<file path="src/rtl/dsr_defines.svh">
`ifndef DSR_DEFINES_SVH
`define DSR_DEFINES_SVH

// ==========================================================
// register byte offsets
`define DSR_OFF_CTRL 8'h00
`define DSR_OFF_TARGET 8'h04
`define DSR_OFF_STATUS 8'h08
`define DSR_OFF_APPLIED 8'h0c
`define DSR_OFF_IRQ_STAT 8'h10
`define DSR_OFF_IRQ_CLR 8'h14
`define DSR_OFF_IRQ_EN 8'h18

// ==========================================================
// control, status and interrupt field positions
`define DSR_CTRL_EN_BIT 0
`define DSR_CTRL_RATE_LSB 1
`define DSR_CTRL_RATE_MSB 4
`define DSR_CTRL_INC_LSB 5
`define DSR_CTRL_INC_MSB 7
`define DSR_STAT_ACTIVE_BIT 1
`define DSR_IRQ_DONE_BIT 0
`define DSR_IRQ_HALT_BIT 1

// ==========================================================
// reset values and fixed figures
`define DSR_CTRL_RESET 8'h00
`define DSR_TARGET_RESET 16'h0000
`define DSR_IRQ_RESET 2'h0
`define DSR_FRAC_BITS 4
`define DSR_RESP_OKAY 2'h0
`define DSR_RESP_SLVERR 2'h2

// ==========================================================
// update clock frequencies in Hz, rate codes 0 to 15
`define DSR_F0 257730
`define DSR_F1 198410
`define DSR_F2 152440
`define DSR_F3 131580
`define DSR_F4 115740
`define DSR_F5 69440
`define DSR_F6 37590
`define DSR_F7 25770
`define DSR_F8 20160
`define DSR_F9 16030
`define DSR_F10 10290
`define DSR_F11 8280
`define DSR_F12 6900
`define DSR_F13 5530
`define DSR_F14 4240
`define DSR_F15 3300
`define DSR_CLK_HZ 25000000

`endif

</file>
<file path="src/rtl/dsr_pkg.sv">
`default_nettype none
package dsr_pkg;
    typedef struct packed {
        logic [2:0] inc_sel;
        logic [3:0] rate_sel;
        logic ramp_enable_bit;
    } dsr_ctrl_type;

    typedef struct packed {
        logic [7:0] addr;
        logic [31:0] data;
        logic [3:0] strb;
    } dsr_wr_type;
endpackage
`default_nettype wire

</file>
<file path="src/rtl/dsr_slew_ramp.sv">
// Summary of operation
// - ramp disabled: a newly loaded code is applied at once.
// - ramp enabled: applied code walks toward the target in discrete steps.
// - one ramp step per update tick; tick rate chosen by rate select.
// - each tick changes the applied code by the chosen increment; the last step only closes the remaining gap.
// - increment is a power of two; 12-bit variant uses fractional steps.
// - sixteen fixed update frequencies, 257730 Hz down to 3300 Hz.
// - ramp time equals change over step size, frequency and lsb weight.
// - every output change is ramped while ramping is enabled.
// - zeroing input ramps the output to zero at the programmed rate.
// - a control write during a ramp freezes the output where it stands; here a held zeroing input sends it on to zero from the next cycle.
// - tick frequency for a rate code does not depend on output range.
// - ramp active status bit stays high while the output is stepping.
// - new target takes effect on the rising edge of the update strobe.
//
// Chosen here: the AXI4-Lite interface to the registers and the placing of the registers.
`timescale 1ns/100ps
`default_nettype none
`include "dsr_defines.svh"

module dsr_slew_ramp
    import dsr_pkg::*;
#(
    parameter int DATA_W = 16,
    parameter bit FRAC_STEPS = 1'b0,
    parameter int CLK_FREQ_HZ = `DSR_CLK_HZ
) (
    // clock, reset, enable
    input wire logic aclk,
    input wire logic aresetn,
    input wire logic clk_en,
    // axi4-lite write address
    input wire logic [7:0] s_axi_awaddr,
    input wire logic s_axi_awvalid,
    output logic s_axi_awready,
    // axi4-lite write data
    input wire logic [31:0] s_axi_wdata,
    input wire logic [3:0] s_axi_wstrb,
    input wire logic s_axi_wvalid,
    output logic s_axi_wready,
    // axi4-lite write response
    output logic [1:0] s_axi_bresp,
    output logic s_axi_bvalid,
    input wire logic s_axi_bready,
    // axi4-lite read
    input wire logic [7:0] s_axi_araddr,
    input wire logic s_axi_arvalid,
    output logic s_axi_arready,
    output logic [31:0] s_axi_rdata,
    output logic [1:0] s_axi_rresp,
    output logic s_axi_rvalid,
    input wire logic s_axi_rready,
    // pins
    input wire logic update_strobe,
    input wire logic zero_request,
    // converter side
    output logic [DATA_W-1:0] applied_code,
    output logic ramp_active,
    output logic irq
);

    localparam int ACC_W = DATA_W + `DSR_FRAC_BITS;
    localparam int DIV_W = 24;

    // ==========================================================
    // functions
    // divider reload depends only on the rate code, never on output range
    function automatic logic [DIV_W-1:0] rate_divisor(input logic [3:0] sel);
        int f;
        int d;
        case (sel)
            4'h0: f = `DSR_F0;
            4'h1: f = `DSR_F1;
            4'h2: f = `DSR_F2;
            4'h3: f = `DSR_F3;
            4'h4: f = `DSR_F4;
            4'h5: f = `DSR_F5;
            4'h6: f = `DSR_F6;
            4'h7: f = `DSR_F7;
            4'h8: f = `DSR_F8;
            4'h9: f = `DSR_F9;
            4'ha: f = `DSR_F10;
            4'hb: f = `DSR_F11;
            4'hc: f = `DSR_F12;
            4'hd: f = `DSR_F13;
            4'he: f = `DSR_F14;
            default: f = `DSR_F15;
        endcase
        // the period for each rate code rounds down, never below one cycle
        d = CLK_FREQ_HZ / f;
        if (d < 1) begin
            d = 1;
        end
        return DIV_W'(d - 1);
    endfunction

    function automatic logic [31:0] merge_strb(input logic [31:0] old_v, input dsr_wr_type w);
        logic [31:0] r;
        r = old_v;
        for (int i = 0; i < 4; i++) begin
            if (w.strb[i]) begin
                r[i*8 +: 8] = w.data[i*8 +: 8];
            end
        end
        return r;
    endfunction

    // ==========================================================
    // pin synchronisers
    logic [1:0] strobe_sync_reg;
    logic [1:0] zero_sync_reg;
    logic strobe_last_reg;
    wire strobe_rise = strobe_sync_reg[1] & ~strobe_last_reg;
    wire zero_level = zero_sync_reg[1];

    always_ff @(posedge aclk) begin
        if (!aresetn) begin
            strobe_sync_reg <= 2'h0;
            zero_sync_reg <= 2'h0;
            strobe_last_reg <= 1'b0;
        end else if (clk_en) begin
            strobe_sync_reg <= {strobe_sync_reg[0], update_strobe};
            zero_sync_reg <= {zero_sync_reg[0], zero_request};
            strobe_last_reg <= strobe_sync_reg[1];
        end
    end

    // ==========================================================
    // axi4-lite write channel
    logic aw_held_reg;
    logic w_held_reg;
    logic [7:0] awaddr_reg;
    logic [31:0] wdata_reg;
    logic [3:0] wstrb_reg;
    logic bvalid_reg;
    logic [1:0] bresp_reg;

    assign s_axi_awready = ~aw_held_reg & ~bvalid_reg;
    assign s_axi_wready = ~w_held_reg & ~bvalid_reg;
    wire aw_fire = s_axi_awvalid & s_axi_awready;
    wire w_fire = s_axi_wvalid & s_axi_wready;
    wire aw_have = aw_held_reg | aw_fire;
    wire w_have = w_held_reg | w_fire;
    wire wr_do = aw_have & w_have & ~bvalid_reg & clk_en;

    dsr_wr_type wr;
    assign wr.addr = aw_held_reg ? awaddr_reg : s_axi_awaddr;
    assign wr.data = w_held_reg ? wdata_reg : s_axi_wdata;
    assign wr.strb = w_held_reg ? wstrb_reg : s_axi_wstrb;

    wire wr_ctrl = wr_do & (wr.addr == `DSR_OFF_CTRL);
    wire wr_target = wr_do & (wr.addr == `DSR_OFF_TARGET);
    wire wr_iclr = wr_do & (wr.addr == `DSR_OFF_IRQ_CLR);
    wire wr_ien = wr_do & (wr.addr == `DSR_OFF_IRQ_EN);
    wire wr_known = wr_ctrl | wr_target | wr_iclr | wr_ien;

    always_ff @(posedge aclk) begin
        if (!aresetn) begin
            aw_held_reg <= 1'b0;
            w_held_reg <= 1'b0;
            awaddr_reg <= 8'h00;
            wdata_reg <= 32'h0;
            wstrb_reg <= 4'h0;
            bvalid_reg <= 1'b0;
            bresp_reg <= `DSR_RESP_OKAY;
        end else if (clk_en) begin
            if (aw_fire) begin
                awaddr_reg <= s_axi_awaddr;
            end
            if (w_fire) begin
                wdata_reg <= s_axi_wdata;
                wstrb_reg <= s_axi_wstrb;
            end
            if (wr_do) begin
                aw_held_reg <= 1'b0;
                w_held_reg <= 1'b0;
                bvalid_reg <= 1'b1;
                bresp_reg <= wr_known ? `DSR_RESP_OKAY : `DSR_RESP_SLVERR;
            end else begin
                aw_held_reg <= aw_have;
                w_held_reg <= w_have;
                if (s_axi_bready) begin
                    bvalid_reg <= 1'b0;
                end
            end
        end
    end

    assign s_axi_bvalid = bvalid_reg;
    assign s_axi_bresp = bresp_reg;

    // ==========================================================
    // software registers
    dsr_ctrl_type ctrl_reg;
    logic [DATA_W-1:0] pending_reg;
    logic [1:0] irq_stat_reg;
    logic [1:0] irq_en_reg;
    logic [31:0] ctrl_merge;
    logic [31:0] target_merge;
    logic [31:0] ien_merge;

    assign ctrl_merge = merge_strb(32'(ctrl_reg), wr);
    assign target_merge = merge_strb(32'(pending_reg), wr);
    assign ien_merge = merge_strb(32'(irq_en_reg), wr);

    always_ff @(posedge aclk) begin
        if (!aresetn) begin
            ctrl_reg <= dsr_ctrl_type'(`DSR_CTRL_RESET);
            pending_reg <= DATA_W'(`DSR_TARGET_RESET);
            irq_en_reg <= `DSR_IRQ_RESET;
        end else if (clk_en) begin
            if (wr_ctrl) begin
                ctrl_reg <= dsr_ctrl_type'(ctrl_merge[`DSR_CTRL_INC_MSB:`DSR_CTRL_EN_BIT]);
            end
            if (wr_target) begin
                pending_reg <= target_merge[DATA_W-1:0];
            end
            if (wr_ien) begin
                irq_en_reg <= ien_merge[1:0];
            end
        end
    end

    // ==========================================================
    // update tick divider, free running
    logic [DIV_W-1:0] div_cnt_reg;
    wire tick = (div_cnt_reg == '0);

    always_ff @(posedge aclk) begin
        if (!aresetn) begin
            div_cnt_reg <= '0;
        end else if (clk_en) begin
            // reload reads the rate code only here, so a change lands next tick
            div_cnt_reg <= tick ? rate_divisor(ctrl_reg.rate_sel) : div_cnt_reg - 1'b1;
        end
    end

    // ==========================================================
    // ramp engine: accumulator carries fractional bits for the small steps
    logic [ACC_W-1:0] acc_reg;
    logic [ACC_W-1:0] goal_reg;
    logic [ACC_W-1:0] step;
    logic [ACC_W-1:0] gap;
    logic [ACC_W-1:0] acc_stepped;
    logic [ACC_W-1:0] goal_next;
    logic load_now;
    logic moving;

    // power of two step; the 16-bit variant sits four places higher
    assign step = FRAC_STEPS ? (ACC_W'(1) << ctrl_reg.inc_sel)
                             : (ACC_W'(1) << (4'(ctrl_reg.inc_sel) + 4'(`DSR_FRAC_BITS)));
    assign moving = (acc_reg != goal_reg);
    assign gap = (goal_reg > acc_reg) ? goal_reg - acc_reg : acc_reg - goal_reg;
    // clamp the final step onto the goal, no overshoot
    assign acc_stepped = (gap <= step) ? goal_reg
                       : (goal_reg > acc_reg) ? acc_reg + step : acc_reg - step;

    // zeroing holds off new loads; a strobe afterwards restores the held code
    assign load_now = strobe_rise & ~zero_level;
    assign goal_next = zero_level ? '0
                     : load_now ? {pending_reg, `DSR_FRAC_BITS'(0)} : goal_reg;

    always_ff @(posedge aclk) begin
        if (!aresetn) begin
            acc_reg <= '0;
            goal_reg <= '0;
        end else if (clk_en) begin
            if (wr_ctrl && moving) begin
                // halt at the intermediate value
                goal_reg <= acc_reg;
            end else if (!ctrl_reg.ramp_enable_bit) begin
                goal_reg <= goal_next;
                acc_reg <= goal_next;
            end else begin
                // every change, zeroing included, goes through the ramp
                goal_reg <= goal_next;
                if (tick && moving) begin
                    acc_reg <= acc_stepped;
                end
            end
        end
    end

    // ==========================================================
    // event flags: set wins over clear
    logic moving_last_reg;
    wire ev_done = moving_last_reg & ~moving & ~(wr_ctrl & moving);
    wire ev_halt = wr_ctrl & moving;
    logic [31:0] iclr_merge;
    assign iclr_merge = merge_strb(32'h0, wr);
    wire [1:0] clr_bits = wr_iclr ? iclr_merge[1:0] : 2'h0;
    wire [1:0] set_bits = {ev_halt, ev_done};

    always_ff @(posedge aclk) begin
        if (!aresetn) begin
            moving_last_reg <= 1'b0;
            irq_stat_reg <= `DSR_IRQ_RESET;
        end else if (clk_en) begin
            moving_last_reg <= moving;
            irq_stat_reg <= (irq_stat_reg & ~clr_bits) | set_bits;
        end
    end

    assign irq = |(irq_stat_reg & irq_en_reg);
    assign applied_code = acc_reg[ACC_W-1:`DSR_FRAC_BITS];
    assign ramp_active = moving;

    // ==========================================================
    // axi4-lite read channel
    logic rvalid_reg;
    logic [31:0] rdata_reg;
    logic [1:0] rresp_reg;
    logic [31:0] rd_value;
    logic rd_known;

    assign s_axi_arready = ~rvalid_reg;
    wire ar_fire = s_axi_arvalid & s_axi_arready & clk_en;

    always_comb begin
        rd_value = 32'h0;
        rd_known = 1'b1;
        case (s_axi_araddr)
            `DSR_OFF_CTRL: rd_value = 32'(ctrl_reg);
            `DSR_OFF_TARGET: rd_value = 32'(pending_reg);
            `DSR_OFF_STATUS: rd_value = 32'(moving) << `DSR_STAT_ACTIVE_BIT;
            `DSR_OFF_APPLIED: rd_value = 32'(applied_code);
            `DSR_OFF_IRQ_STAT: rd_value = 32'(irq_stat_reg);
            `DSR_OFF_IRQ_CLR: rd_value = 32'h0;
            `DSR_OFF_IRQ_EN: rd_value = 32'(irq_en_reg);
            default: rd_known = 1'b0;
        endcase
    end

    always_ff @(posedge aclk) begin
        if (!aresetn) begin
            rvalid_reg <= 1'b0;
            rdata_reg <= 32'h0;
            rresp_reg <= `DSR_RESP_OKAY;
        end else if (clk_en) begin
            if (ar_fire) begin
                rvalid_reg <= 1'b1;
                rdata_reg <= rd_value;
                rresp_reg <= rd_known ? `DSR_RESP_OKAY : `DSR_RESP_SLVERR;
            end else if (s_axi_rready) begin
                rvalid_reg <= 1'b0;
            end
        end
    end

    assign s_axi_rvalid = rvalid_reg;
    assign s_axi_rdata = rdata_reg;
    assign s_axi_rresp = rresp_reg;

endmodule

`default_nettype wire

</file>
<file path="config.mk">
export PLATFORM = sky130hd
export DESIGN_NAME = dsr_slew_ramp
export DESIGN_NICKNAME = d
export VERILOG_FILES = /design/src/rtl/dsr_pkg.sv /design/src/rtl/dsr_slew_ramp.sv
export VERILOG_INCLUDE_DIRS = /design/src /design/src/rtl
export SDC_FILE = /design/constraint.sdc
export NUM_CORES = 1
export LEC_CHECK = 0
export BUFFER_PORTS_ARGS = -buffer_cell sky130_fd_sc_hd__buf_2
export CORE_UTILIZATION = 47
export CTS_CLUSTER_DIAMETER = 30
export DETAILED_ROUTE_END_ITERATION = 12
export SETUP_SLACK_MARGIN = 0.5
export SLEW_MARGIN = 20
export SYNTH_ARGS = -nofsm -noshare
export SYNTH_HDL_FRONTEND = slang
export SYNTH_SLANG_ARGS = --single-unit
</file>
<file path="constraint.sdc">
create_clock -name aclk -period 184.4 [get_ports aclk]
set_clock_uncertainty 0.15 [all_clocks]
set_input_delay 9.22 -clock aclk [delete_from_list [all_inputs] [get_ports aclk]]
set_output_delay 9.22 -clock aclk [all_outputs]
set_load 0.005 [all_outputs]
</file>
==> results by group <==
Status
  – Run status: complete, no violations

Pwr
  – Gate power share: 0.678
  – Internal power of the cells: 128.2 uW
  – Areal power density over the cells: 6.583 nW/um^2
  – P_sw: 116.5 uW
  – Portion of total power attributed to the clock network: 0.157
  – Switching power as a share of total power: 0.4761
  – Reg power frac: 0.165
  – VDD IR-drop max: 22.18 uV
  – Static leakage power: 16.46 nW

Clock network
  – CTS H-tree depth: 4
  – Worst-Skew Late Latency: 0.45 ns
  – Post_cts resized: 0
  – # clock sinks: 163
  – Root buf cell: clkbuf_16
  – Worst-path clk slew: 0.08 ns
  – TritonCTS Buffers: 17
  – CTS tree: yes
  – Number of buffers between clock root and the deepest sink: 2
  – Number of hold buffers added after cts: 0
  – Number of post-CTS setup repair buffers: 0

Critical path
  – Setup crit start kind: flop
  – Slowest Stage Delay on Critical Path: 0.95 ns
  – Arrival time reported for the critical path endpoint: 88.95 ns
  – Critical-path top delay cell: a2111oi_0
  – Register-to-register setup slack: 95.68 ns
  – CP Data Required Time: 184.63 ns
  – Startpoint-to-endpoint class of the critical path: reg2reg
  – Most common cell type on the critical path: a21oi_1
  – Peak fanout along the critical path: 36
  – Kind of end point of the critical path: flop

Detailed routing
  – 1st-iter DRT viols: 2494
  – Count of TritonRoute iterations in the first routing pass: 6
  – Via count normalized by instance count: 6.082
  – Vias: 36490
  – Wire length after detailed routing: 110000 um
  – ANT nets after route: 0
  – Routed len/inst: 18.34 um
  – Post-route DRC: 0

Min path
  – Hold WC Path Type: reg2reg
  – Launch instance of the worst min-delay path: wdata_reg[8]

Yosys
  – Async S/R FF share, synth: 0
  – Arithmetic-cell share of the synthesized area counting full adders, half adders and majority gates: 0.1602
  – Portion of netlist area occupied by mux cells: 0.05422
  – Cell area after synthesis: 35290 sq um
  – Yosys warning count: 0
  – Mean area per synthesized cell: 6.987 sq um
  – Ranking of synthesized cells by area: ha_1 (16%), dfxtp_1 (9.2%), a21oi_1 (7.0%), nor2_1 (5.9%), xnor2_1 (5.5%)
  – Sequential share of the synthesized area: 0.09248
  – Synth Area in Compound Gates: 0.3206
  – Seq cells post-synth: 163
  – Synth Area in Simple Gates: 0.2471
  – Area share of the largest cell type after synthesis: 0.1585
  – Dominant synthesized flop cell: dfxtp_1
  – Post-synth EDFFs: 0
  – Largest family of logic cells by synthesized area: compound AO/OA/AOI/OAI gates
  – Cell type contributing the most total cell area after synthesis: ha_1
  – Gate count after technology mapping: 5050
  – Number of library cell types mapped by synthesis: 116
  – Xor-xnor portion of the synthesized cell area: 0.07393

Floorplan
  – Die extent in x: 276 um
  – Initial Util: 0.4748
  – Die Footprint: 76180 sq um
  – Vertical die dimension: 276 um
  – Top-Level Pins: 121
  – Floorplan row count: 100
  – Core area: 74320 sq um

Flow run
  – Max-capacitance violation count: 0

Timing
  – Unrepaired setup endpoints after global routing: no
  – Slew at the pin closest to its max-slew limit: 1.100 ns
  – Final setup violating endpoints: 0
  – Achievable frequency: 0.01127 GHz
  – Clock period minus worst slack: 88.72 ns
  – Final cycle utilization of the critical path: 0.4811
  – Count of final hold-check violations: 0
  – Number of pins exceeding their max-slew limit in the final report: 0
  – Remaining max-slew budget at the tightest pin: 0.2666
  – Setup total negative slack: 0 ns

Placed design
  – Number of port buffers: 84
  – Placed wire-length estimate: 85610 um
  – Placer Congestion: 0.9477
  – Number of cells in the design after placement: 5968

Global routing
  – Number of global-route vias before repair: 33550
  – Initial antenna violation count: 4
  – Global-route wire length before repair: 177500 um
  – Tot GR Track Use: 0.2788
  – Pin count of the biggest net entering global routing: 91
  – Global route overflow: 0

Cells and area
  – P&R area growth vs syn: 5.365%
  – Diodes inserted: 0
  – Ratio of cells with drive above 1 in the final layout: 0.07931
  – Nets@finish: 5530
  – Non-filler cells in the finished layout: 6000
worst paths after layout:
kind                endpoint  cells past startpoint
max          div_cnt_reg[12]                    373
min             wdata_reg[8]                      2
max reg2reg  div_cnt_reg[12]                    373
min reg2reg     wdata_reg[8]                      2
cells by family after synthesis:
kind of cell	Yosys count
compound gates	1719
xor+xnor	297
fa+ha+maj	450
buf+inv	443
flops	163
mux	177
other cells	2
simple gates	1799
cell usage in the layout (no fill, tap or decap), drive strengths merged, types with 21 or more instances in the layout:
| cell | synthesis | layout |
|---|---|---|
| or3 | 50 | 50 |
| o21a | 100 | 100 |
| o22ai | 21 | 21 |
| nand4 | 51 | 51 |
| o21ai | 332 | 332 |
| nor3 | 155 | 155 |
| a22oi | 24 | 24 |
| xor2 | 74 | 74 |
| nand3 | 102 | 102 |
| or2 | 48 | 48 |
| and2 | 58 | 58 |
| a21oi | 502 | 502 |
| xnor2 | 223 | 223 |
| ha | 447 | 447 |
| a31oi | 53 | 53 |
| o21bai | 57 | 57 |
| nor4 | 37 | 37 |
| dfxtp | 163 | 163 |
| buf | 81 | 143 |
| o211ai | 50 | 50 |
| nor2b | 41 | 41 |
| conb | 2 | 30 |
| inv | 219 | 230 |
| a21o | 164 | 164 |
| nand2 | 465 | 465 |
| nand2b | 107 | 107 |
| a21boi | 29 | 29 |
| and3 | 45 | 45 |
| a211oi | 93 | 93 |
| mux2 | 94 | 94 |
| o31ai | 63 | 63 |
| mux2i | 83 | 83 |
| nor2 | 555 | 555 |
per-stage QoR:
| stage | instance area (sq um) | hold slack (ns) | setup slack, ns | power [mW] | util |
|---|---|---|---|---|---|
| 6_report | 37180 | 0.3064 | 95.68 | 0.2448 | 0.5003 |
| 5_1_grt | 37180 | 0.3311 | 87.90 | 0.2703 | 0.5003 |
| 4_1_cts | 37170 | 0.3084 | 96.47 | 0.2448 | 0.5001 |
| 3_5_place_dp | 36550 | 0.2973 | 96.71 | 0.2056 | 0.4917 |
| 3_3_place_gp | 36550 | 0.2915 | 97.27 | 0.2030 | 0.4917 |
| 2_1_floorplan | 35390 | 0.2829 | 107.04 | 0.1717 | - |
area by class of cell:
class	instances	area, sq um
Clock inverter	15	198.9
Inverter	221	832.0
Clock buffer	17	425.4
Multi-Input combinational cell	4472	30380
Sequential cell	163	3264
Timing Repair Buffer	143	863.3
Fill cell	7695	37140
Tap cell	969	1212
routing by layer:
layer  vias to the layer above  share of wire  GRT usage
li1                      18550              -          -
met1                     17070           0.48     0.3879
met2                       783           0.46     0.4716
met3                        85          0.046    0.02121
met4                         0          0.016    0.05071
met5                         -              0          0
Yosys cell counts (17+ instances only):
library cell / instances
o31ai_1: 58
ha_1: 447
and2_1: 58
nor2b_1: 41
a21o_1: 164
clkbuf_1: 141
mux2i_1: 81
nand3_1: 100
o211ai_1: 49
a22oi_1: 24
o21ai_1: 22
or3_1: 50
xor2_1: 74
nand2_1: 465
mux2_2: 88
nor2_1: 554
o21a_1: 100
inv_1: 218
or2_2: 41
nor3_1: 149
nand3b_1: 17
o21ai_0: 310
buf_1: 31
dfxtp_1: 163
and3_1: 45
o21bai_1: 56
nand4_1: 49
nand2b_1: 107
a211oi_1: 88
buf_4: 34
xnor2_1: 222
a21boi_0: 21
a21oi_1: 497
o22ai_1: 21
nor4_1: 32
a31oi_1: 52
power groups by stage:
| stage | registers (mW) | clock network, mW | logic [mW] |
|---|---|---|---|
| floorplan | 0.0404 | 0 | 0.131 |
| global placement | 0.0411 | 0 | 0.162 |
| detailed placement | 0.0411 | 0 | 0.164 |
| CTS | 0.0403 | 0.0390 | 0.165 |
| global route | 0.0408 | 0.0401 | 0.189 |
| finish | 0.0404 | 0.0383 | 0.166 |
worst max-delay path: cells and delay by family, from the launching register on:
family,cells,cell delay (ns)
buffers and inverters,17,4.54
AND/OR/NAND/NOR,101,22.17
adder cells (fa/ha/maj),29,8.91
AO/OA/AOI/OAI,219,49.48
flip-flops,1,0.42
multiplexers,7,2.66
(Power assumes the default switching activity.)
